**src/mrpd_pkg.sv**
```systemverilog
// Constants shared by both ends of the data port.
// Assumes device end on reference clock, controller on core clock.
// What this block does
// MII transmit clock at 25 or 2.5 MHz
// Transmit clock phase locked to reference clock
// RMII times both directions on reference
// Controller marks transmit data with enable high
// Controller sends data on transmit clock rising; the controller here changes txd after the falling edge
// MII receive clock at 25 or 2.5 MHz
// Receive valid marks data, independent of carrier
// Receive error high on error symbol
// Received data corrupted on receive error
// Decoded symbols on receive bus, clock synchronous
// Address strapped from receive pins, default 0x01
// MII carrier sense high when medium busy
// RMII merges carrier with receive valid
// Collision low in full duplex MII
// Collision only when both media active
// Management clock at most 25 MHz
// Management data line released when other drives
package mrpd_pkg;
   // Reference clock cycles per half period of the MII clocks
   localparam logic [3:0] MII_HALF_100 = 4'h1;
   localparam logic [3:0] MII_HALF_10 = 4'ha;
   // Reference clock cycles per RMII symbol
   localparam logic [3:0] RMII_DIV_100 = 4'h1;
   localparam logic [3:0] RMII_DIV_10 = 4'ha;
   // Pattern forced onto the receive bus during an error
   localparam logic [3:0] CORRUPT_NIBBLE = 4'he;
   // Strap pulls and the resulting default address
   localparam logic [3:0] STRAP_PULL_UPPER = 4'h0;
   localparam logic STRAP_PULL_BIT0 = 1'b1;
   localparam logic [4:0] ADDR_DEFAULT = 5'h01;
   localparam logic [1:0] STRAP_WAIT = 2'h3;
   // Management clock limit and the core clock rate
   localparam int unsigned MDC_MAX_HZ = 25_000_000;
   localparam int unsigned CORE_HZ = 125_000_000;
   localparam int unsigned MDC_HALF_INT =
      (CORE_HZ + 2 * MDC_MAX_HZ - 1) / (2 * MDC_MAX_HZ);
   localparam logic [3:0] MDC_HALF = MDC_HALF_INT[3:0];
endpackage

```
**src/mrpd_link_if.sv**
```systemverilog
// Pin bundle joining both ends; resolves two-way pin pulls.
// Assumes the bench drives ref_clk.
`timescale 1ns/1ns
interface mrpd_link_if
(
   input logic ref_clk
);
   logic tx_clk;
   logic tx_en;
   logic [3:0] txd;
   logic rx_clk;
   logic rx_dv;
   logic rx_er;
   logic crs;
   logic [3:0] rxd_o;
   logic rxd_oe;
   logic [3:0] rxd;
   logic col_o;
   logic col_oe;
   logic col;
   logic mdc;
   logic mdio_dev_o;
   logic mdio_dev_oe;
   logic mdio_mac_o;
   logic mdio_mac_oe;
   logic mdio;

   // Released strap pins fall back to their weak pulls
   assign rxd = rxd_oe ? rxd_o : mrpd_pkg::STRAP_PULL_UPPER;
   assign col = col_oe ? col_o : mrpd_pkg::STRAP_PULL_BIT0;
   // Pulled-up shared line: low wins
   assign mdio = (mdio_dev_oe ? mdio_dev_o : 1'b1) &
                 (mdio_mac_oe ? mdio_mac_o : 1'b1);

   modport dev (input ref_clk, output tx_clk, input tx_en, input txd,
                output rx_clk, output rx_dv, output rx_er, output crs,
                output rxd_o, output rxd_oe, input rxd, output col_o,
                output col_oe, input col, input mdc, output mdio_dev_o,
                output mdio_dev_oe, input mdio);
   modport mac (input ref_clk, input tx_clk, output tx_en, output txd,
                input rx_clk, input rx_dv, input rx_er, input crs,
                input rxd, input col, output mdc, output mdio_mac_o,
                output mdio_mac_oe, input mdio);
endinterface

```
**src/mrpd_phy_end.sv**
```systemverilog
// Transceiver end of the MII/RMII data port.
// Assumes i_link_clk is the reference clock and i_srst is synchronous
// to it; line side modelled as nibble levels.
`timescale 1ns/1ns
module mrpd_phy_end
(
   input wire logic i_link_clk,
   input wire logic i_srst,
   mrpd_link_if.dev link,
   input wire logic i_rmii_mode,
   input wire logic i_speed100,
   input wire logic i_full_duplex,
   input wire logic i_line_dv,
   input wire logic [3:0] i_line_nibble,
   input wire logic i_line_err,
   input wire logic i_line_active,
   input wire logic i_mgmt_drive,
   input wire logic i_mgmt_bit,
   output logic o_line_take,
   output logic o_line_tx_en,
   output logic [3:0] o_line_tx_nibble,
   output logic o_line_tx_strobe,
   output logic [4:0] o_phy_addr,
   output logic o_strap_done
);
   //////////////////////////////
   // Symbol timing
   logic [3:0] cnt_r;
   logic [3:0] cnt_nxt;
   logic clk_r;
   logic clk_nxt;
   logic [3:0] lim;
   logic tick;
   logic rise;
   logic fall;

   // One counter times both clocks so they keep a fixed phase to ref
   always_comb
   begin
      if (i_rmii_mode)
         lim = i_speed100 ? mrpd_pkg::RMII_DIV_100 : mrpd_pkg::RMII_DIV_10;
      else
         lim = i_speed100 ? mrpd_pkg::MII_HALF_100 : mrpd_pkg::MII_HALF_10;
      tick = (cnt_r == lim - 4'h1);
      cnt_nxt = tick ? 4'h0 : cnt_r + 4'h1;
      clk_nxt = i_rmii_mode ? 1'b0 : (tick ? ~clk_r : clk_r);
      rise = tick & (i_rmii_mode | ~clk_r);
      fall = tick & (i_rmii_mode | clk_r);
   end

   always_ff @(posedge i_link_clk)
   begin
      if (i_srst)
      begin
         cnt_r <= 4'h0;
         clk_r <= 1'b0;
      end
      else
      begin
         cnt_r <= cnt_nxt;
         clk_r <= clk_nxt;
      end
   end

   // Both MII clocks come straight from the divider flop, never gated
   assign link.tx_clk = clk_r;
   // Receive clock assumes recovery has locked to the reference
   assign link.rx_clk = clk_r;

   //////////////////////////////
   // Transmit path: pins sampled on the rising timing edge
   logic tph_r;
   logic tph_nxt;
   logic [1:0] tlow_r;
   logic [1:0] tlow_nxt;
   logic ten_r;
   logic ten_nxt;
   logic [3:0] tnib_r;
   logic [3:0] tnib_nxt;
   logic tstb_r;
   logic tstb_nxt;

   always_comb
   begin
      tph_nxt = tph_r;
      tlow_nxt = tlow_r;
      ten_nxt = ten_r;
      tnib_nxt = tnib_r;
      tstb_nxt = 1'b0;
      if (rise)
      begin
         ten_nxt = link.tx_en;
         if (!link.tx_en)
            tph_nxt = 1'b0;
         else if (!i_rmii_mode)
         begin
            tnib_nxt = link.txd;
            tstb_nxt = 1'b1;
         end
         else if (!tph_r)
         begin
            tlow_nxt = link.txd[1:0];
            tph_nxt = 1'b1;
         end
         else
         begin
            tnib_nxt = {link.txd[1:0], tlow_r};
            tstb_nxt = 1'b1;
            tph_nxt = 1'b0;
         end
      end
   end

   always_ff @(posedge i_link_clk)
   begin
      if (i_srst)
      begin
         tph_r <= 1'b0;
         tlow_r <= 2'h0;
         ten_r <= 1'b0;
         tnib_r <= 4'h0;
         tstb_r <= 1'b0;
      end
      else
      begin
         tph_r <= tph_nxt;
         tlow_r <= tlow_nxt;
         ten_r <= ten_nxt;
         tnib_r <= tnib_nxt;
         tstb_r <= tstb_nxt;
      end
   end

   assign o_line_tx_en = ten_r;
   assign o_line_tx_nibble = tnib_r;
   assign o_line_tx_strobe = tstb_r;

   //////////////////////////////
   // Receive path: pins change on the falling timing edge
   logic rph_r;
   logic rph_nxt;
   logic [3:0] rhold_r;
   logic [3:0] rhold_nxt;
   logic [3:0] rxd_r;
   logic [3:0] rxd_nxt;
   logic rdv_r;
   logic rdv_nxt;
   logic rer_r;
   logic rer_nxt;
   logic take;
   logic [3:0] fresh;

   always_comb
   begin
      // Bad symbols are overwritten so a controller ignoring rx_er
      // still sees a broken frame check
      fresh = i_line_err ? mrpd_pkg::CORRUPT_NIBBLE : i_line_nibble;
      rph_nxt = rph_r;
      rhold_nxt = rhold_r;
      rxd_nxt = rxd_r;
      rdv_nxt = rdv_r;
      rer_nxt = rer_r;
      take = 1'b0;
      if (fall)
      begin
         if (!i_rmii_mode || !rph_r)
         begin
            take = 1'b1;
            rdv_nxt = i_line_dv;
            rer_nxt = i_line_dv & i_line_err;
            rhold_nxt = fresh;
            if (!i_line_dv)
               rxd_nxt = 4'h0;
            else if (i_rmii_mode)
            begin
               rxd_nxt = {2'h0, fresh[1:0]};
               rph_nxt = 1'b1;
            end
            else
               rxd_nxt = fresh;
         end
         else
         begin
            rxd_nxt = {2'h0, rhold_r[3:2]};
            rph_nxt = 1'b0;
         end
      end
   end

   always_ff @(posedge i_link_clk)
   begin
      if (i_srst)
      begin
         rph_r <= 1'b0;
         rhold_r <= 4'h0;
         rxd_r <= 4'h0;
         rdv_r <= 1'b0;
         rer_r <= 1'b0;
      end
      else
      begin
         rph_r <= rph_nxt;
         rhold_r <= rhold_nxt;
         rxd_r <= rxd_nxt;
         rdv_r <= rdv_nxt;
         rer_r <= rer_nxt;
      end
   end

   assign o_line_take = take;
   assign link.rxd_o = rxd_r;
   assign link.rx_dv = rdv_r;
   assign link.rx_er = rer_r;

   //////////////////////////////
   // Carrier and collision
   logic crs_r;
   logic crs_nxt;
   logic col_r;
   logic col_nxt;

   always_comb
   begin
      if (i_rmii_mode)
         crs_nxt = i_line_active | rdv_r;
      else
         crs_nxt = i_line_active;
      // Only half duplex MII can report a collision
      col_nxt = ~i_rmii_mode & ~i_full_duplex & ten_r & i_line_active;
   end

   always_ff @(posedge i_link_clk)
   begin
      if (i_srst)
      begin
         crs_r <= 1'b0;
         col_r <= 1'b0;
      end
      else
      begin
         crs_r <= crs_nxt;
         col_r <= col_nxt;
      end
   end

   assign link.crs = crs_r;
   assign link.col_o = col_r;

   //////////////////////////////
   // Address straps read while the receive pins are released
   logic [4:0] strap_lvl;
   logic [1:0] swait_r;
   logic [1:0] swait_nxt;
   logic sdone_r;
   logic sdone_nxt;
   logic [4:0] addr_r;
   logic [4:0] addr_nxt;

   mrpd_pin_sync #(.WIDTH(5)) u_strap_sync
   (
      .i_clk(i_link_clk),
      .i_srst(i_srst),
      .i_pin({link.rxd, link.col}),
      .o_level(strap_lvl)
   );

   // Wait out the synchroniser before trusting the strap levels
   always_comb
   begin
      swait_nxt = swait_r;
      sdone_nxt = sdone_r;
      addr_nxt = addr_r;
      if (!sdone_r)
      begin
         if (swait_r == mrpd_pkg::STRAP_WAIT)
         begin
            addr_nxt = strap_lvl;
            sdone_nxt = 1'b1;
         end
         else
            swait_nxt = swait_r + 2'h1;
      end
   end

   always_ff @(posedge i_link_clk)
   begin
      if (i_srst)
      begin
         swait_r <= 2'h0;
         sdone_r <= 1'b0;
         addr_r <= mrpd_pkg::ADDR_DEFAULT;
      end
      else
      begin
         swait_r <= swait_nxt;
         sdone_r <= sdone_nxt;
         addr_r <= addr_nxt;
      end
   end

   // Pins stay released until the strap is taken
   assign link.rxd_oe = sdone_r;
   assign link.col_oe = sdone_r;
   assign o_phy_addr = addr_r;
   assign o_strap_done = sdone_r;

   //////////////////////////////
   // Management line: driven only on request, released otherwise
   logic mdrv_r;
   logic mbit_r;

   always_ff @(posedge i_link_clk)
   begin
      if (i_srst)
      begin
         mdrv_r <= 1'b0;
         mbit_r <= 1'b1;
      end
      else
      begin
         mdrv_r <= i_mgmt_drive;
         mbit_r <= i_mgmt_bit;
      end
   end

   assign link.mdio_dev_oe = mdrv_r;
   assign link.mdio_dev_o = mbit_r;
endmodule

```
**src/mrpd_pin_sync.sv**
```systemverilog
// Three-stage pin synchroniser with agreement filter.
// Assumes inputs asynchronous to i_clk.
`timescale 1ns/1ns
module mrpd_pin_sync
#(
   parameter int WIDTH = 1
)
(
   input wire logic i_clk,
   input wire logic i_srst,
   input wire logic [WIDTH-1:0] i_pin,
   output logic [WIDTH-1:0] o_level
);
   initial
   begin
      if (WIDTH < 1)
         $error("mrpd_pin_sync: WIDTH must be at least 1");
   end

   //////////////////////////////
   genvar g;
   generate
      for (g = 0; g < WIDTH; g++)
      begin : g_bit
         logic s1_r;
         logic s2_r;
         logic s3_r;
         logic lvl_r;
         logic lvl_nxt;
         // First stage feeds only the second stage
         always_comb
         begin
            lvl_nxt = (s2_r == s3_r) ? s3_r : lvl_r;
         end
         always_ff @(posedge i_clk)
         begin
            s1_r <= i_pin[g];
            s2_r <= s1_r;
            s3_r <= s2_r;
            lvl_r <= i_srst ? 1'b0 : lvl_nxt;
         end
         assign o_level[g] = lvl_r;
      end
   endgenerate
endmodule

```
**src/flat_wrapper.sv**
```systemverilog
// flat-port wrapper written by rule: the top's interface ports become plain ports
module mrpd_phy_end_flat 
  (i_link_clk, i_srst, i_rmii_mode, i_speed100, i_full_duplex, i_line_dv, i_line_nibble, i_line_err, i_line_active, i_mgmt_drive, i_mgmt_bit, o_line_take, o_line_tx_en, o_line_tx_nibble, o_line_tx_strobe, o_phy_addr, o_strap_done, ref_clk, link_tx_clk, link_tx_en, link_txd, link_rx_clk, link_rx_dv, link_rx_er, link_crs, link_rxd_o, link_rxd_oe, link_col_o, link_col_oe, link_mdc, link_mdio_dev_o, link_mdio_dev_oe);
  mrpd_link_if link_i (.ref_clk(ref_clk));
  input wire logic i_link_clk;
  input wire logic i_srst;
  input wire logic i_rmii_mode;
  input wire logic i_speed100;
  input wire logic i_full_duplex;
  input wire logic i_line_dv;
  input wire logic [3:0] i_line_nibble;
  input wire logic i_line_err;
  input wire logic i_line_active;
  input wire logic i_mgmt_drive;
  input wire logic i_mgmt_bit;
  output logic o_line_take;
  output logic o_line_tx_en;
  output logic [3:0] o_line_tx_nibble;
  output logic o_line_tx_strobe;
  output logic [4:0] o_phy_addr;
  output logic o_strap_done;
  input wire logic ref_clk;
  output wire logic [$bits(link_i.tx_clk)-1:0] link_tx_clk;
  input wire logic [$bits(link_i.tx_en)-1:0] link_tx_en;
  input wire logic [$bits(link_i.txd)-1:0] link_txd;
  output wire logic [$bits(link_i.rx_clk)-1:0] link_rx_clk;
  output wire logic [$bits(link_i.rx_dv)-1:0] link_rx_dv;
  output wire logic [$bits(link_i.rx_er)-1:0] link_rx_er;
  output wire logic [$bits(link_i.crs)-1:0] link_crs;
  output wire logic [$bits(link_i.rxd_o)-1:0] link_rxd_o;
  output wire logic [$bits(link_i.rxd_oe)-1:0] link_rxd_oe;
  output wire logic [$bits(link_i.col_o)-1:0] link_col_o;
  output wire logic [$bits(link_i.col_oe)-1:0] link_col_oe;
  input wire logic [$bits(link_i.mdc)-1:0] link_mdc;
  output wire logic [$bits(link_i.mdio_dev_o)-1:0] link_mdio_dev_o;
  output wire logic [$bits(link_i.mdio_dev_oe)-1:0] link_mdio_dev_oe;
  assign link_tx_clk = link_i.tx_clk;
  assign link_i.tx_en = link_tx_en;
  assign link_i.txd = link_txd;
  assign link_rx_clk = link_i.rx_clk;
  assign link_rx_dv = link_i.rx_dv;
  assign link_rx_er = link_i.rx_er;
  assign link_crs = link_i.crs;
  assign link_rxd_o = link_i.rxd_o;
  assign link_rxd_oe = link_i.rxd_oe;
  assign link_col_o = link_i.col_o;
  assign link_col_oe = link_i.col_oe;
  assign link_i.mdc = link_mdc;
  assign link_mdio_dev_o = link_i.mdio_dev_o;
  assign link_mdio_dev_oe = link_i.mdio_dev_oe;
  mrpd_phy_end u_core (.i_link_clk(i_link_clk), .i_srst(i_srst), .link(link_i), .i_rmii_mode(i_rmii_mode), .i_speed100(i_speed100), .i_full_duplex(i_full_duplex), .i_line_dv(i_line_dv), .i_line_nibble(i_line_nibble), .i_line_err(i_line_err), .i_line_active(i_line_active), .i_mgmt_drive(i_mgmt_drive), .i_mgmt_bit(i_mgmt_bit), .o_line_take(o_line_take), .o_line_tx_en(o_line_tx_en), .o_line_tx_nibble(o_line_tx_nibble), .o_line_tx_strobe(o_line_tx_strobe), .o_phy_addr(o_phy_addr), .o_strap_done(o_strap_done));
endmodule
```
**config.mk**
```make
export PLATFORM = sky130hd
export DESIGN_NAME = mrpd_phy_end_flat
export DESIGN_NICKNAME = d
export VERILOG_FILES = /design/src/mrpd_pkg.sv /design/src/mrpd_link_if.sv /design/src/mrpd_phy_end.sv /design/src/mrpd_pin_sync.sv /design/src/flat_wrapper.sv
export SDC_FILE = /design/constraint.sdc
export NUM_CORES = 1
export LEC_CHECK = 0
export ABC_AREA = 1
export ABC_CLOCK_PERIOD_IN_PS = 3400
export BUFFER_PORTS_ARGS = -buffer_cell sky130_fd_sc_hd__clkbuf_2
export CORE_MARGIN = 4
export CORE_UTILIZATION = 40
export DETAILED_ROUTE_END_ITERATION = 10
export PLACE_DENSITY = 0.68
export SLEW_MARGIN = 20
export SYNTH_ARGS = -nofsm -noshare
export SYNTH_HDL_FRONTEND = slang
export SYNTH_SLANG_ARGS = --single-unit
```
**constraint.sdc**
```tcl
create_clock -name i_link_clk -period 3.4 [get_ports i_link_clk]
set_input_delay 0.85 -clock i_link_clk [delete_from_list [all_inputs] [get_ports i_link_clk]]
set_output_delay 0.85 -clock i_link_clk [all_outputs]
set_load 0.005 [all_outputs]
```
==> flow_metrics.env <==
export IMPL_clockRootBuffer="clkbuf_8"
export IMPL_mostFrequentLayoutCell="dfxtp_1"
export IMPL_worstSetupEndpoint="o_line_take"
export IMPL_final_cell_mix="55 x dfxtp_1, 54 x nor2_1, 46 x nand2_1, 45 x clkbuf_2, 26 x inv_1"
export IMPL_crit_type="in2out"
export IMPL_clock_sinks=55
export IMPL_cp_startpoint="i_rmii_mode"
export IMPL_path_cells="clkbuf_2 > clkinv_1 > nand2_1 > nand3_2 > inv_1 > clkbuf_2"
export IMPL_worstRegToRegCells=8
export IMPL_drv_slew=0
export IMPL_rr_startpoint="u_core.cnt_r[0]"
export IMPL_slowest_stage="nand2_1"
export IMPL_drv_cap=0
export IMPL_wl_per_cell_um=10.4
export IMPL_grt_pass1_vias=1535
export IMPL_initial_core_util=0.423
export IMPL_clk_pin_slew_ns=0.11
export IMPL_relSlewSlack=0.539
export IMPL_slowest_delay_ns=0.33
export IMPL_clockBufferDepth=2
export IMPL_hp_class="reg2reg"
export IMPL_numPortBuffers=45
export IMPL_clockPowerShare=0.289
export IMPL_routed_wl_um=3870
export IMPL_cp_max_fo=11
export IMPL_multiInputGateArea_sq_um=793
export IMPL_mappedNetlistNets=284
export IMPL_synthCells=261
export IMPL_die_w_um=79.6
export IMPL_tritoncts="built"
export IMPL_viasPerCell=4.50
export IMPL_worst_pin_slew_ns=0.691
export IMPL_final_hold_viol_count=0
export IMPL_num_vias=1682
export IMPL_diodes=0
export IMPL_grt_pass1_wl_um=6730
export IMPL_fin_crit_ns=2.89
export IMPL_rrSetupSlack_ns=1.90
export IMPL_cp_data_arrival_time_ns=2.04
export IMPL_ys_ff_latch=55
export IMPL_grt_max_degree=25
export IMPL_die_h_um=79.6
export IMPL_p_sw_uw=369
export IMPL_drc=0
export IMPL_powerDensity_nw_per_um2=539
export IMPL_drive_gt1_frac=0.208
export IMPL_finalClockSkew_ns=0.0100
export IMPL_dr_pass1_iters=4
export IMPL_cts_hold_buffers=0
export IMPL_cts_max_level=2
export IMPL_grt_ovfl_total=0
export IMPL_crit_top_cell="clkbuf_2"
export IMPL_cp_start_kind="input pin"
export IMPL_yosysWarnings=0
export IMPL_gp_congestion=0.788
export IMPL_swShare=0.284
export IMPL_die_area_sq_um=6330
export IMPL_post_cts_buffers=0
export IMPL_r2r_end="u_core.link.rxd_o[1]"
export IMPL_fp_row_count=25
export IMPL_finalCritPeriodShare=0.851
export IMPL_nets=329
export IMPL_dpl_hpwl_um=2850
export IMPL_fillers=485
export IMPL_io_pins=48
export IMPL_rsz0062_at_grt="no"
export IMPL_ant_nets=0
export IMPL_core_area_sq_um=4850
export IMPL_syn_area_sq_um=2050
export IMPL_critPathRequiredTime_ns=2.55
export IMPL_yosysSeqAreaShare=0.537
export IMPL_area_delta_synth_final_pct=17.7
export IMPL_finalSetupTns_ns=0
export IMPL_register_area_sq_um=1100
export IMPL_internal_power_uw=930
export IMPL_utilization=0.498
export IMPL_setup_viol=0
export IMPL_max_freq_ghz=0.345
export IMPL_worstSkewPairLatency_ns=0.31
export IMPL_p_seq_frac=0.565
export IMPL_synth_distinct_cells=26
export IMPL_status="complete, no violations"
export IMPL_cellLeakagePower_uw=0.00113
export IMPL_peakVddDrop_mv=0.245
export IMPL_cts_buffers=5
export IMPL_post_cts_resize_count=0
export IMPL_grtUsageTotal=0.133
export IMPL_power_share_combinational=0.146
export IMPL_avgSynthCellArea_sq_um=7.85
export IMPL_first_iter_violations=64
export IMPL_antenna_found_initial=0
export IMPL_end_kind="primary output"
## sequential cells by signal, summed over array words and instances (netlist names)
signal	count
u_core.link.rx_er	1
u_core.swait_r	2
u_core.u_strap_sync.g_bit.lvl_r	5
u_core.cnt_r	4
u_core.tlow_r	2
u_core.rhold_r	2
u_core.link.rx_clk	1
u_core.u_strap_sync.g_bit.s2_r	5
u_core.u_strap_sync.g_bit.s3_r	5
u_core.o_line_tx_strobe	1
u_core.o_line_tx_nibble	4
u_core.link.crs	1
u_core.u_strap_sync.g_bit.s1_r	5
u_core.o_phy_addr	5
u_core.link.rxd_o	4
u_core.link.col_o	1
u_core.tph_r	1
u_core.rph_r	1
u_core.o_line_tx_en	1
u_core.link.col_oe	1
u_core.link.rx_dv	1
u_core.link.mdio_dev_o	1
u_core.link.mdio_dev_oe	1
## area by class of cell
class	instances	area share
multi-input cells	170	0.329
clock buffers	5	0.0285
flip-flops and latches	55	0.456
repair buffers	46	0.0965
clock inverters	3	0.0114
well taps	67	0.0348
inverters	28	0.0436
## critical path, delay by kind of cell
kind | cells | cell delay [ns]
simple gates | 2 | 0.47
buf+inv | 4 | 0.73
## logic make-up after synthesis
logic type / after synthesis / share of synthesized area
buffers and inverters: 36 / 0.0757
xor gates and xnor gates: 2 / 0.00855
adders and majority gates: 2 / 0.0122
AOI/OAI and AO/OA: 36 / 0.0916
and+or+nand+nor: 130 / 0.275
DFF: 55 / 0.537
## power by group through the flow
stage	combinational (uW)	sequential, uW	clock (uW)
2_1_floorplan	133	744	0
6_report	190	734	375
5_1_grt	221	743	418
4_1_cts	193	735	396
3_3_place_gp	189	748	0
3_5_place_dp	192	750	0
## synth_stat cells
cell	count	area share
dfxtp_1	55	0.54
nor2_1	54	0.099
nand2_1	46	0.084
inv_1	26	0.048
a21oi_1	18	0.044
o21ai_0	15	0.037
nand3_1	11	0.027
nand4_1	6	0.018
nor3_1	4	0.0098
buf_4	3	0.011
o21a_1	3	0.011
clkbuf_1	2	0.0037
ha_1	2	0.012
nand2_2	2	0.0061
nand3_2	2	0.0098
nor2_2	2	0.0061
buf_1	1	0.0018
buf_2	1	0.0024
buf_6	1	0.0055
clkinv_1	1	0.0018
inv_2	1	0.0018
nand4_2	1	0.0061
nor2_4	1	0.0055
or2_2	1	0.0031
xnor2_1	1	0.0043
xor2_1	1	0.0043
## layer usage
metal / share of wire / GRT usage
met3: 0.040 / 0.0372
met4: 0.014 / 0.0464
met5: 0 / 0
met1: 0.50 / 0.175
met2: 0.44 / 0.210
## worst min path at each step
stage | startpoint | endpoint | slack [ns] | depth (start not counted)
2_1_floorplan | u_core.u_strap_sync.g_bit[0].s1_r | u_core.u_strap_sync.g_bit[0].s2_r | 0.31 | 0
3_3_place_gp | u_core.u_strap_sync.g_bit[4].s1_r | u_core.u_strap_sync.g_bit[4].s2_r | 0.31 | 0
3_5_place_dp | u_core.u_strap_sync.g_bit[2].s1_r | u_core.u_strap_sync.g_bit[2].s2_r | 0.31 | 0
4_1_cts | u_core.u_strap_sync.g_bit[3].s1_r | u_core.u_strap_sync.g_bit[3].s2_r | 0.33 | 0
5_1_grt | u_core.u_strap_sync.g_bit[3].s1_r | u_core.u_strap_sync.g_bit[3].s2_r | 0.33 | 0
6_report | u_core.u_strap_sync.g_bit[3].s1_r | u_core.u_strap_sync.g_bit[3].s2_r | 0.33 | 0
## stage by stage
step / total power, uW / instance area (sq um) / hold WS, ns / cells / setup slack [ns]
finish: 1300 / 2410 / 0.329 / 374 / 0.505
global route: 1380 / 2410 / 0.335 / 374 / 0.376
CTS: 1320 / 2410 / 0.335 / 374 / 0.527
detailed placement: 942 / 2320 / 0.314 / 366 / 0.533
global placement: 936 / 2320 / 0.310 / 366 / 0.558
floorplan: 877 / 2050 / 0.310 / 261 / 1.08
Power figures use the tool's default switching activity.
